### config.mk
export PLATFORM = sky130hd
export DESIGN_NAME = cbr_top
export DESIGN_NICKNAME = d
export VERILOG_FILES = /design/src/design/cbr_pkg.sv /design/src/design/cbr_bit_timer.sv /design/src/design/cbr_top.sv
export SDC_FILE = /design/constraint.sdc
export NUM_CORES = 1
export LEC_CHECK = 0
export BUFFER_PORTS_ARGS = -buffer_cell sky130_fd_sc_hd__buf_2
export CAP_MARGIN = 30
export CORE_ASPECT_RATIO = 0.8
export CORE_MARGIN = 4
export CORE_UTILIZATION = 45
export DETAILED_ROUTE_END_ITERATION = 7
export GPL_TIMING_DRIVEN = 0
export PLACE_DENSITY = 0.69
export SETUP_SLACK_MARGIN = 0.02
export SYNTH_ARGS = -nofsm -noshare
export SYNTH_HDL_FRONTEND = slang
export SYNTH_SLANG_ARGS = --single-unit
### constraint.sdc
create_clock -name clk -period 7.6 [get_ports clk]
set_input_delay 2.28 -clock clk [delete_from_list [all_inputs] [get_ports clk]]
set_output_delay 2.28 -clock clk [all_outputs]
set_load 0.005 [all_outputs]
### src/design/cbr_pkg.sv
// Constants, register map and state codes for the bus-off recovery and bit-timing block.
// Assumes a 32-bit AXI4-Lite register bus with byte addresses 8 bits wide.
package cbr_pkg;
  localparam int CBR_AW = 8;
  localparam logic [1:0] CBR_RESP_OKAY = 2'h0;
  localparam logic [1:0] CBR_RESP_SLVERR = 2'h2;
  // Register byte offsets
  localparam logic [7:0] CBR_OFF_CTRL = 8'h00;
  localparam logic [7:0] CBR_OFF_INFO = 8'h04;
  localparam logic [7:0] CBR_OFF_ERC = 8'h08;
  localparam logic [7:0] CBR_OFF_BRP = 8'h0c;
  localparam logic [7:0] CBR_OFF_BTR = 8'h10;
  // Field positions
  localparam int CBR_CTRL_MODE_LSB = 0;
  localparam int CBR_CTRL_CCE_BIT = 3;
  localparam int CBR_CTRL_PSM_LSB = 4;
  localparam int CBR_INFO_BUSOFF_FLAG_BIT = 0;
  localparam int CBR_INFO_PASV_BIT = 1;
  localparam int CBR_INFO_JOIN_BIT = 2;
  localparam int CBR_INFO_RCV_BIT = 3;
  localparam int CBR_ERC_TEC_LSB = 0;
  localparam int CBR_ERC_REC_LSB = 8;
  localparam int CBR_ERC_RPS_BIT = 15;
  localparam int CBR_BRP_LSB = 0;
  localparam int CBR_BTR_TS1_LSB = 0;
  localparam int CBR_BTR_TS2_LSB = 8;
  localparam int CBR_BTR_SJW_LSB = 12;
  // Mode and power-save codes
  localparam logic [2:0] CBR_MODE_INIT = 3'h0;
  localparam logic [1:0] CBR_PSM_NONE = 2'h0;
  localparam logic [1:0] CBR_PSM_SLEEP = 2'h1;
  localparam logic [1:0] CBR_PSM_STOP = 2'h2;
  // Bus levels and counts
  localparam logic CBR_RECESSIVE = 1'b1;
  localparam logic [3:0] CBR_RUN_LAST = 4'ha;
  localparam logic [6:0] CBR_GROUP_LAST = 7'h7f;
  localparam logic [7:0] CBR_TEC_BUSOFF_FLAG = 8'hf8;
  localparam logic [7:0] CBR_TEC_PASV = 8'h80;
  localparam logic [7:0] CBR_STEP8 = 8'h08;
  localparam logic [7:0] CBR_STEP1 = 8'h01;
  localparam logic [7:0] CBR_REC_TOP = 8'h7f;
  localparam logic [6:0] CBR_REC_PASV_RET = 7'h77;
  // Bit timing limits in time quanta
  localparam logic [4:0] CBR_TS1_MIN = 5'h02;
  localparam logic [4:0] CBR_BIT_MIN = 5'h08;
  // Reset values
  localparam logic [7:0] CBR_BRP_RST = 8'h00;
  localparam logic [3:0] CBR_TS1_RST = 4'h4;
  localparam logic [2:0] CBR_TS2_RST = 3'h2;
  localparam logic [1:0] CBR_SJW_RST = 2'h0;
  typedef enum logic [4:0] {
    CBR_ST_INIT = 5'b00001,
    CBR_ST_RECOVER = 5'b00010,
    CBR_ST_OPER = 5'b00100,
    CBR_ST_SLEEP = 5'b01000,
    CBR_ST_STOP = 5'b10000
  } cbr_state_t;
endpackage

### src/design/cbr_bit_timer.sv
// Prescaler and bit-segment timer: makes the quantum tick and the sample point.
// Assumes the receive input is synchronous to clk and recessive is high.
`timescale 1ns/1ps
`default_nettype none
module cbr_bit_timer
  import cbr_pkg::*;
(
  input wire logic clk,
  input wire logic srst,
  input wire logic ce,
  input wire logic [7:0] prescale,
  input wire logic [4:0] time_segment_one,
  input wire logic [3:0] time_segment_two,
  input wire logic [2:0] sjw,
  input wire logic rx_in,
  input wire logic transmitting,
  input wire logic bus_idle,
  output logic tq_tick,
  output logic sample_tick,
  output logic sample_bit
);
  typedef struct packed {
    logic [7:0] presc;
    logic [4:0] pos;
    logic [2:0] ext;
    logic [2:0] shrink;
    logic rx_prev;
    logic smp_tick;
    logic smp_bit;
  } cbr_bt_t;

  cbr_bt_t r;
  cbr_bt_t n;
  logic [4:0] seg1_end;
  logic [4:0] bit_end;
  logic [4:0] rem;

  assign tq_tick = (r.presc == 8'h00);
  assign sample_tick = r.smp_tick;
  assign sample_bit = r.smp_bit;

  always_comb begin
    n = r;
    n.smp_tick = 1'b0;
    seg1_end = 5'(time_segment_one + {2'h0, r.ext});
    bit_end = 5'(seg1_end + {1'h0, time_segment_two} - {2'h0, r.shrink});
    rem = 5'(bit_end - r.pos);
    if (r.presc == 8'h00) begin
      n.presc = prescale;
      n.rx_prev = rx_in;
      if (r.pos >= bit_end) begin
        n.pos = 5'h00;
        n.ext = 3'h0;
        n.shrink = 3'h0;
      end else begin
        n.pos = 5'(r.pos + 5'h01);
      end
      if (r.pos == seg1_end) begin
        n.smp_tick = 1'b1;
        n.smp_bit = rx_in;
      end
      if (r.rx_prev == CBR_RECESSIVE && rx_in != CBR_RECESSIVE && !transmitting) begin
        if (bus_idle) begin
          n.pos = 5'h01;
          n.ext = 3'h0;
          n.shrink = 3'h0;
        end else if (r.pos != 5'h00 && r.pos <= seg1_end) begin
          n.ext = ({2'h0, sjw} < r.pos) ? sjw : r.pos[2:0];
        end else if (r.pos > seg1_end) begin
          if (rem < {2'h0, sjw}) begin
            n.pos = 5'h01;
            n.ext = 3'h0;
            n.shrink = 3'h0;
          end else begin
            n.shrink = sjw;
          end
        end
      end
    end else begin
      n.presc = 8'(r.presc - 8'h01);
    end
  end

  always_ff @(posedge clk) begin
    if (srst) begin
      r <= '{presc: 8'h00, pos: 5'h00, ext: 3'h0, shrink: 3'h0, rx_prev: CBR_RECESSIVE,
             smp_tick: 1'b0, smp_bit: CBR_RECESSIVE};
    end else if (ce) begin
      r <= n;
    end
  end
endmodule
`default_nettype wire

### src/design/cbr_top.sv
// Bus-off recovery, error counters, mode control and bit timing of a CAN controller.
// Assumes an AXI4-Lite master, a protocol engine that reports errors, and a transceiver.
`timescale 1ns/1ps
`default_nettype none
module cbr_top
  import cbr_pkg::*;
(
  input wire logic clk,
  input wire logic srst,
  input wire logic ce,
  input wire logic [cbr_pkg::CBR_AW-1:0] s_axi_awaddr,
  input wire logic s_axi_awvalid,
  output logic s_axi_awready,
  input wire logic [31:0] s_axi_wdata,
  input wire logic [3:0] s_axi_wstrb,
  input wire logic s_axi_wvalid,
  output logic s_axi_wready,
  output logic [1:0] s_axi_bresp,
  output logic s_axi_bvalid,
  input wire logic s_axi_bready,
  input wire logic [cbr_pkg::CBR_AW-1:0] s_axi_araddr,
  input wire logic s_axi_arvalid,
  output logic s_axi_arready,
  output logic [31:0] s_axi_rdata,
  output logic [1:0] s_axi_rresp,
  output logic s_axi_rvalid,
  input wire logic s_axi_rready,
  input wire logic can_rx_in,
  output logic can_tx_out,
  input wire logic proto_tx_bit,
  input wire logic transmitting,
  input wire logic bus_idle,
  input wire logic err_det,
  input wire logic err_is_tx,
  input wire logic err_weight8,
  input wire logic err_in_intermission,
  input wire logic flag_done,
  input wire logic tx_ok,
  input wire logic rx_ok,
  output logic flag_start,
  output logic flag_passive,
  output logic overload_start,
  output logic tq_tick,
  output logic sample_tick,
  output logic sample_bit
);
  typedef struct packed {
    cbr_state_t st;
    logic [2:0] mode_req;
    logic [1:0] psm;
    logic cce;
    logic busoff;
    logic joined;
    logic [7:0] tx_error_count;
    logic [6:0] rx_error_count;
    logic rec_pas;
    logic [3:0] run;
    logic pend;
    logic pend_tx;
    logic pend8;
    logic flag_start;
    logic flag_passive;
    logic ovl_start;
    logic tx_q;
    logic rx_d;
    logic [7:0] brp;
    logic [3:0] ts1;
    logic [2:0] ts2;
    logic [1:0] sjw;
    logic aw_have;
    logic [7:0] awaddr;
    logic w_have;
    logic [31:0] wdata;
    logic [3:0] wstrb;
    logic bvalid;
    logic [1:0] bresp;
    logic rvalid;
    logic [1:0] rresp;
    logic [31:0] rdata;
  } cbr_regs_t;

  cbr_regs_t r;
  cbr_regs_t n;
  logic [32:0] rd_ar;
  logic [32:0] rd_aw;
  logic [31:0] wr_data;
  logic do_write;
  logic ctrl_w;
  logic clear_cnt;
  logic group;
  logic wake;
  logic passive;
  logic active;
  logic [7:0] rec_sum;
  logic [4:0] ts1_raw;
  logic [4:0] ts1_len;
  logic [4:0] ts1_fit;
  logic [3:0] ts2_len;
  logic [4:0] sjw_raw;
  logic [2:0] sjw_fit;
  logic bt_tick;
  logic bt_bit;

  // Read decode: bit 32 is the hit flag, the rest is the register word
  function automatic logic [32:0] cbr_read(input cbr_regs_t s, input logic [7:0] a);
    logic [31:0] d;
    logic hit;
    d = 32'h0000_0000;
    hit = 1'b1;
    case ({a[7:2], 2'b00})
      CBR_OFF_CTRL: begin
        // mode field reads zero in init and recovery
        if (s.st == CBR_ST_OPER || s.st == CBR_ST_SLEEP || s.st == CBR_ST_STOP) begin
          d[CBR_CTRL_MODE_LSB +: 3] = s.mode_req;
        end
        d[CBR_CTRL_CCE_BIT] = s.cce;
        d[CBR_CTRL_PSM_LSB +: 2] = s.psm;
      end
      CBR_OFF_INFO: begin
        d[CBR_INFO_BUSOFF_FLAG_BIT] = s.busoff;
        d[CBR_INFO_PASV_BIT] = (s.tx_error_count >= CBR_TEC_PASV) || s.rec_pas;
        d[CBR_INFO_JOIN_BIT] = s.joined;
        d[CBR_INFO_RCV_BIT] = (s.st == CBR_ST_RECOVER);
      end
      CBR_OFF_ERC: begin
        d[CBR_ERC_TEC_LSB +: 8] = s.tx_error_count;
        d[CBR_ERC_REC_LSB +: 7] = s.rx_error_count;
        d[CBR_ERC_RPS_BIT] = s.rec_pas;
      end
      CBR_OFF_BRP: d[CBR_BRP_LSB +: 8] = s.brp;
      CBR_OFF_BTR: begin
        d[CBR_BTR_TS1_LSB +: 4] = s.ts1;
        d[CBR_BTR_TS2_LSB +: 3] = s.ts2;
        d[CBR_BTR_SJW_LSB +: 2] = s.sjw;
      end
      default: hit = 1'b0;
    endcase
    return {hit, d};
  endfunction

  function automatic logic [31:0] cbr_merge(input logic [31:0] old, input logic [31:0] nw,
                                            input logic [3:0] strb);
    logic [31:0] m;
    m = {{8{strb[3]}}, {8{strb[2]}}, {8{strb[1]}}, {8{strb[0]}}};
    return (old & ~m) | (nw & m);
  endfunction

  assign s_axi_awready = !r.aw_have && !r.bvalid;
  assign s_axi_wready = !r.w_have && !r.bvalid;
  assign s_axi_bvalid = r.bvalid;
  assign s_axi_bresp = r.bresp;
  assign s_axi_arready = !r.rvalid;
  assign s_axi_rvalid = r.rvalid;
  assign s_axi_rdata = r.rdata;
  assign s_axi_rresp = r.rresp;
  assign can_tx_out = r.tx_q;
  assign flag_start = r.flag_start;
  assign flag_passive = r.flag_passive;
  assign overload_start = r.ovl_start;
  assign sample_tick = bt_tick;
  assign sample_bit = bt_bit;

  // first segment held at 2 quanta or more
  assign ts1_raw = 5'({1'b0, r.ts1} + 5'h01);
  assign ts1_len = (ts1_raw < CBR_TS1_MIN) ? CBR_TS1_MIN : ts1_raw;
  assign ts2_len = 4'({1'b0, r.ts2} + 4'h1);
  // short settings stretch segment one up to 8 quanta per bit
  assign ts1_fit = (5'(ts1_len + {1'b0, ts2_len} + 5'h01) < CBR_BIT_MIN) ?
                   5'(CBR_BIT_MIN - 5'h01 - {1'b0, ts2_len}) : ts1_len;
  // jump width kept below segment one
  assign sjw_raw = 5'({3'h0, r.sjw} + 5'h01);
  assign sjw_fit = (sjw_raw > 5'(ts1_fit - 5'h01)) ? 3'(ts1_fit - 5'h01) : sjw_raw[2:0];

  cbr_bit_timer u_bit_timer (
    .clk(clk),
    .srst(srst),
    .ce(ce),
    .prescale(r.brp),
    .time_segment_one(ts1_fit),
    .time_segment_two(ts2_len),
    .sjw(sjw_fit),
    .rx_in(can_rx_in),
    .transmitting(transmitting),
    .bus_idle(bus_idle),
    .tq_tick(tq_tick),
    .sample_tick(bt_tick),
    .sample_bit(bt_bit)
  );

  always_comb begin
    n = r;
    n.cce = 1'b0;
    n.flag_start = 1'b0;
    n.ovl_start = 1'b0;
    n.rx_d = can_rx_in;
    clear_cnt = 1'b0;
    group = 1'b0;
    ctrl_w = 1'b0;
    passive = (r.tx_error_count >= CBR_TEC_PASV) || r.rec_pas;
    active = (r.st == CBR_ST_OPER) && r.joined && !r.busoff;
    rec_sum = 8'({1'b0, r.rx_error_count} + (r.pend8 ? CBR_STEP8 : CBR_STEP1));
    rd_ar = cbr_read(r, s_axi_araddr);
    rd_aw = cbr_read(r, r.awaddr);
    wr_data = cbr_merge(rd_aw[31:0], r.wdata, r.wstrb);
    do_write = r.aw_have && r.w_have && !r.bvalid;

    // Register bus
    if (s_axi_awvalid && s_axi_awready) begin
      n.aw_have = 1'b1;
      n.awaddr = s_axi_awaddr;
    end
    if (s_axi_wvalid && s_axi_wready) begin
      n.w_have = 1'b1;
      n.wdata = s_axi_wdata;
      n.wstrb = s_axi_wstrb;
    end
    if (r.bvalid && s_axi_bready) begin
      n.bvalid = 1'b0;
    end
    if (r.rvalid && s_axi_rready) begin
      n.rvalid = 1'b0;
    end
    if (s_axi_arvalid && s_axi_arready) begin
      n.rvalid = 1'b1;
      n.rdata = rd_ar[31:0];
      n.rresp = rd_ar[32] ? CBR_RESP_OKAY : CBR_RESP_SLVERR;
    end
    if (do_write) begin
      n.aw_have = 1'b0;
      n.w_have = 1'b0;
      n.bvalid = 1'b1;
      n.bresp = rd_aw[32] ? CBR_RESP_OKAY : CBR_RESP_SLVERR;
      case ({r.awaddr[7:2], 2'b00})
        CBR_OFF_CTRL: ctrl_w = 1'b1;
        CBR_OFF_BRP: n.brp = wr_data[CBR_BRP_LSB +: 8];
        CBR_OFF_BTR: begin
          n.ts1 = wr_data[CBR_BTR_TS1_LSB +: 4];
          n.ts2 = wr_data[CBR_BTR_TS2_LSB +: 3];
          n.sjw = wr_data[CBR_BTR_SJW_LSB +: 2];
        end
        default: ;
      endcase
    end

    // Mode control
    if (ctrl_w) begin
      n.psm = wr_data[CBR_CTRL_PSM_LSB +: 2];
      n.cce = wr_data[CBR_CTRL_CCE_BIT];
      case (r.st)
        CBR_ST_INIT: begin
          // counter clear in init, also with a mode request
          clear_cnt = wr_data[CBR_CTRL_CCE_BIT];
          if (wr_data[CBR_CTRL_MODE_LSB +: 3] != CBR_MODE_INIT) begin
            n.mode_req = wr_data[CBR_CTRL_MODE_LSB +: 3];
            if (r.busoff && !wr_data[CBR_CTRL_CCE_BIT]) begin
              n.st = CBR_ST_RECOVER;
              n.rx_error_count = 7'h00;
            end else begin
              // forced entry, joining waits for idle bus
              n.st = CBR_ST_OPER;
              n.joined = 1'b0;
            end
          end
        end
        CBR_ST_RECOVER, CBR_ST_OPER: begin
          // sleep allowed while bus-off; clear ignored here
          if (wr_data[CBR_CTRL_PSM_LSB +: 2] == CBR_PSM_SLEEP) begin
            n.st = CBR_ST_SLEEP;
          end else if (wr_data[CBR_CTRL_MODE_LSB +: 3] == CBR_MODE_INIT) begin
            n.st = CBR_ST_INIT;
          end else if (r.st == CBR_ST_OPER) begin
            n.mode_req = wr_data[CBR_CTRL_MODE_LSB +: 3];
          end
        end
        CBR_ST_SLEEP: begin
          if (wr_data[CBR_CTRL_PSM_LSB +: 2] == CBR_PSM_STOP) begin
            n.st = CBR_ST_STOP;
          end else if (wr_data[CBR_CTRL_PSM_LSB +: 2] == CBR_PSM_NONE) begin
            n.st = r.busoff ? CBR_ST_RECOVER : CBR_ST_OPER;
            n.rx_error_count = r.busoff ? 7'h00 : r.rx_error_count;
            n.joined = 1'b0;
          end
        end
        CBR_ST_STOP: begin
          if (wr_data[CBR_CTRL_PSM_LSB +: 2] == CBR_PSM_SLEEP) begin
            n.st = CBR_ST_SLEEP;
          end
        end
        default: n.st = CBR_ST_INIT;
      endcase
    end

    // dominant edge wakes; power-save field left for software
    wake = (r.st == CBR_ST_SLEEP) && (r.rx_d == CBR_RECESSIVE) && (can_rx_in != CBR_RECESSIVE);
    if (wake) begin
      n.st = r.busoff ? CBR_ST_RECOVER : CBR_ST_OPER;
      n.rx_error_count = r.busoff ? 7'h00 : r.rx_error_count;
      n.joined = 1'b0;
    end

    // Runs of 11 recessive bits
    if (bt_tick) begin
      if (bt_bit == CBR_RECESSIVE) begin
        if (r.run == CBR_RUN_LAST) begin
          group = 1'b1;
          n.run = 4'h0;
        end else begin
          n.run = 4'(r.run + 4'h1);
        end
      end else begin
        n.run = 4'h0;
      end
    end
    if (group && r.st == CBR_ST_RECOVER && n.st == CBR_ST_RECOVER) begin
      if (r.rx_error_count == CBR_GROUP_LAST) begin
        n.tx_error_count = 8'h00;
        n.rx_error_count = 7'h00;
        n.rec_pas = 1'b0;
        n.busoff = 1'b0;
        n.st = CBR_ST_OPER;
        n.joined = 1'b1;
      end else begin
        n.rx_error_count = 7'(r.rx_error_count + 7'h01);
      end
    end
    if (group && r.st == CBR_ST_OPER && !r.joined) begin
      n.joined = 1'b1;
    end

    // Error signalling
    if (active && err_det) begin
      if (err_in_intermission) begin
        n.ovl_start = 1'b1;
      end else begin
        n.flag_start = 1'b1;
        n.flag_passive = passive;
        n.pend = 1'b1;
        n.pend_tx = err_is_tx;
        n.pend8 = err_weight8;
      end
    end
    // counters change once the flag is out
    if (r.pend && flag_done) begin
      n.pend = 1'b0;
      if (r.pend_tx) begin
        if (r.tx_error_count >= CBR_TEC_BUSOFF_FLAG) begin
          n.busoff = 1'b1;
        end else begin
          n.tx_error_count = 8'(r.tx_error_count + CBR_STEP8);
        end
      end else if (rec_sum > CBR_REC_TOP) begin
        n.rx_error_count = CBR_REC_TOP[6:0];
        n.rec_pas = 1'b1;
      end else begin
        n.rx_error_count = rec_sum[6:0];
      end
    end
    if (active && tx_ok && r.tx_error_count != 8'h00) begin
      n.tx_error_count = 8'(r.tx_error_count - CBR_STEP1);
    end
    if (active && rx_ok) begin
      if (r.rec_pas) begin
        n.rx_error_count = CBR_REC_PASV_RET;
        n.rec_pas = 1'b0;
      end else if (r.rx_error_count != 7'h00) begin
        n.rx_error_count = 7'(r.rx_error_count - 7'h01);
      end
    end
    if (clear_cnt) begin
      n.tx_error_count = 8'h00;
      n.rx_error_count = 7'h00;
      n.rec_pas = 1'b0;
      n.busoff = 1'b0;
      n.pend = 1'b0;
    end

    // recessive output while bus-off or not joined
    n.tx_q = active ? proto_tx_bit : CBR_RECESSIVE;
  end

  always_ff @(posedge clk) begin
    if (srst) begin
      r <= '0;
      r.st <= CBR_ST_INIT;
      r.tx_q <= CBR_RECESSIVE;
      r.rx_d <= CBR_RECESSIVE;
      r.brp <= CBR_BRP_RST;
      r.ts1 <= CBR_TS1_RST;
      r.ts2 <= CBR_TS2_RST;
      r.sjw <= CBR_SJW_RST;
    end else if (ce) begin
      r <= n;
    end
  end
endmodule
`default_nettype wire

==> run metrics <==
Worst Setup Slack, final=0.505 ns; RePlAce Congestion=0.980; I/O Buffers=74; Initial Util=46.4%; Tcrit/Tclk final=93.3%; CP Class=register to register; Req. time, crit path=7.89 ns; Final setup viols=0; drt initial violations=1102; peak supply drop=0.0000969 V; Switching Fraction=30.1%; Sink Count=123; Via density=5.99; total power=1.99 mW; Warnings, synthesis=0; Num CTS Buffers=17; routed length per instance=18.5 um; Final min period=7.09 ns; Slew HR=32.1%; cells after synthesis=1198; reg2reg start=r[89]; FF-to-FF End=u_bit_timer.r[11]; HP Class=register to register; Netlist cell types=82; R2R setup slack=0.51 ns; Sw Pwr=597 uW; Final Skew=0.00890 ns; CTS tree=built; vias in the first global route=8386; maximum number of pins on one net before global-route repair=17; CTS Hold Bufs=0; adder-cell share of the synthesized area=8.12%; proportion of synthesized area in mux cells=3.99%; power share of the combinational group=19.5%; num rows=45; DP HPWL=22400 um; XOR/XNOR Fraction of Synth Area=2.34%; IO Count=119; P_leak=4.13 nW; Cell Area, Synth=8940 um2; post-CTS setup buffer count=0; Least-Margin Pin Slew=1.02 ns; Post-Route WL=29200 um; Final nets=1433; post-synthesis compound-gate area fraction=24.8%; final slew viol count=0; Clock Path Buffers=2; setup repair after global routing missed its margin=no; Clock Power Share=44.5%; top_reg_cell synth=dfxtp_1; first-pass GRT wire length=45300 um; Die Width=166 um; Die H=134 um; CTS-repair resized insts=0; fraction of layout cells with a size suffix above 1=13.4%; Final ANT Viol Nets=0; Worst setup SP type=register; largest fanout on the critical path=9; Residual DRC=0; DR vias=9471; die area=22200 um2; root buffer cell=clkbuf_16; area grow syn2layout=15.8%; Core Box Area=19300 um2; Endpoint, Worst Hold=s_axi_rdata[14]; initial antenna violation count=2; Worst R2R Path Depth=24; fraction of power consumed by sequential logic=35.9%; hold path cells=2; Fin Hold WS=0.450 ns; pre-CTS setup slack=0.300 ns; Power per Cell Area=192 nW/um2; clock-pin transition on the worst setup and hold timing paths=0.06 ns; Synth Area in Simple Gates=24.8%; Seq/Total Area, Yosys=27.5%; worst skew pair latency=0.43 ns; number of synthesized flops with an enable pin=0; largest family of logic cells by synthesized area=compound AO/OA/AOI/OAI gates; Worst Setup End Kind=register; Mapped Avg Cell Area=7.46 um2; Fin Setup TNS=0 ns; htree depth=4; DP Area=9700 um2; min-delay src=s_axi_rdata[14]; GRT Overall Usage=25.9%; First-pass DRT Iterations=5; Achievable Freq=141 MHz; total of max-cap violations=0; status=complete, no violations; internal power=1.39 mW; final hold vios=0; CP Data Arrival Time=7.38 ns; Async SR Flop Fraction=0%; number of synthesized register bits=123; grt ovf=0; Final Instance Area=10400 um2
[cell usage after synthesis (8+ instances only)]
cell type	count	area, um2
nand2_1	145	544
nor2_1	129	484
dfxtp_1	123	2460
a21oi_1	94	470
o21ai_0	66	330
inv_1	59	221
clkbuf_1	57	214
ha_1	50	626
nand3_1	47	235
nor3_1	41	205
buf_4	36	270
mux2i_1	30	300
a31oi_1	15	93.8
o211ai_1	15	113
xnor2_1	15	131
o21a_1	14	105
a211oi_1	12	90.1
a221oi_1	12	105
and2_1	11	68.8
nand3b_1	11	82.6
a21boi_0	10	75.1
nor2b_1	10	62.6
nor3b_1	9	67.6
nor4_1	9	56.3
a22oi_1	8	60.1
and3_1	8	50.1
nand4_1	8	50.1
[cell usage in the layout (no fill, tap or decap), types with 8 or more instances in the layout]
| cell type | count |
|---|---|
| clkbuf_1 | 51 |
| o21a_1 | 14 |
| conb_1 | 18 |
| nor3_1 | 41 |
| clkbuf_16 | 17 |
| a211oi_1 | 12 |
| mux2i_1 | 30 |
| ha_1 | 50 |
| o21ai_0 | 65 |
| nand2_1 | 145 |
| and3_1 | 8 |
| nor3b_1 | 9 |
| a31oi_1 | 15 |
| inv_1 | 59 |
| xnor2_1 | 15 |
| dfxtp_1 | 123 |
| nor2_1 | 129 |
| nor4_1 | 9 |
| nor2b_1 | 10 |
| a221oi_1 | 12 |
| o211ai_1 | 15 |
| a21oi_1 | 93 |
| nand4_1 | 8 |
| nand3_1 | 47 |
| buf_2 | 79 |
| nand3b_1 | 11 |
| and2_1 | 11 |
| a22oi_1 | 8 |
| a21boi_0 | 10 |
| buf_4 | 36 |
[layer usage]
layer	global-route usage (%)	vias up	routed length, um
li1	-	4516	-
met4	7.74	0	683
met1	38.4	4441	13700
met3	6.79	58	2880
met5	0	-	0
met2	36.6	456	11900
[cells by family after synthesis]
kind of cell / count (synthesis)
simple gates: 468
flops: 123
mux: 35
xor+xnor: 23
other cells: 1
fa+ha+maj: 55
buf+inv: 162
compound gates: 331
[area by class of cell]
type / instances / area [um2]
sequential: 123 / 2460
tap: 258 / 323
multi-input combinational: 930 / 5800
buffer: 101 / 527
antenna: 2 / 5.00
fill: 1913 / 8900
timing repair buffer: 74 / 370
inverter: 60 / 225
clock buffer: 19 / 453
clock inverter: 13 / 190
[per-stage QoR]
step / utilization (%) / std cells
floorplan: - / 1215
global placement: 50.4 / 1547
detailed placement: 50.4 / 1547
CTS: 53.7 / 1579
global route: 53.8 / 1580
finish: 53.8 / 1580
[flip-flops by register name (all words and copies together) (netlist names)]
name and cells:
s_axi_bresp 1, s_axi_bvalid 1, flag_passive 1, u_bit_timer.sample_bit 1, s_axi_rvalid 1, overload_start 1, s_axi_rresp 1, can_tx_out 1
flag_start 1, s_axi_rdata 16, u_bit_timer.sample_tick 1, r 77, u_bit_timer.r 20
[worst max path at each step]
| stage | from | slack (ns) | end | cells after the start |
|---|---|---|---|---|
| 2_1_floorplan | r[89] | 1.29 | u_bit_timer.r[11] | 24 |
| 3_3_place_gp | r[89] | 0.40 | u_bit_timer.r[13] | 26 |
| 3_5_place_dp | r[91] | 0.30 | u_bit_timer.r[11] | 27 |
| 4_1_cts | r[91] | 0.25 | u_bit_timer.r[11] | 27 |
| 5_1_grt | r[89] | 0.08 | u_bit_timer.r[11] | 28 |
| 6_report | r[89] | 0.51 | u_bit_timer.r[11] | 24 |
[critical path, cell delays in order, from the launching register on]
cell,delay (ns)
dfxtp_1,0.32
ha_1,0.18
buf_2,0.18
and2_1,0.18
a311o_1,0.42
ha_1,0.29
a21boi_0,0.14
o21a_1,0.28
a21oi_2,0.34
o21ai_1,0.22
a221o_1,0.40
ha_1,0.22
inv_1,0.07
fa_1,0.46
fa_1,0.51
fa_1,0.54
fa_1,0.45
xnor2_1,0.16
ha_1,0.31
a21oi_1,0.19
o211a_1,0.22
a21boi_0,0.27
a221oi_1,0.17
o22ai_1,0.30
nor3_1,0.10
[power by group through the flow]
stage | clock, mW | combinational, mW | sequential (mW)
finish | 0.884 | 0.388 | 0.713
global route | 0.921 | 0.433 | 0.717
CTS | 0.890 | 0.379 | 0.712
detailed placement | 0 | 0.377 | 0.726
global placement | 0 | 0.371 | 0.725
floorplan | 0 | 0.275 | 0.715
Power figures use the tool's default switching activity.
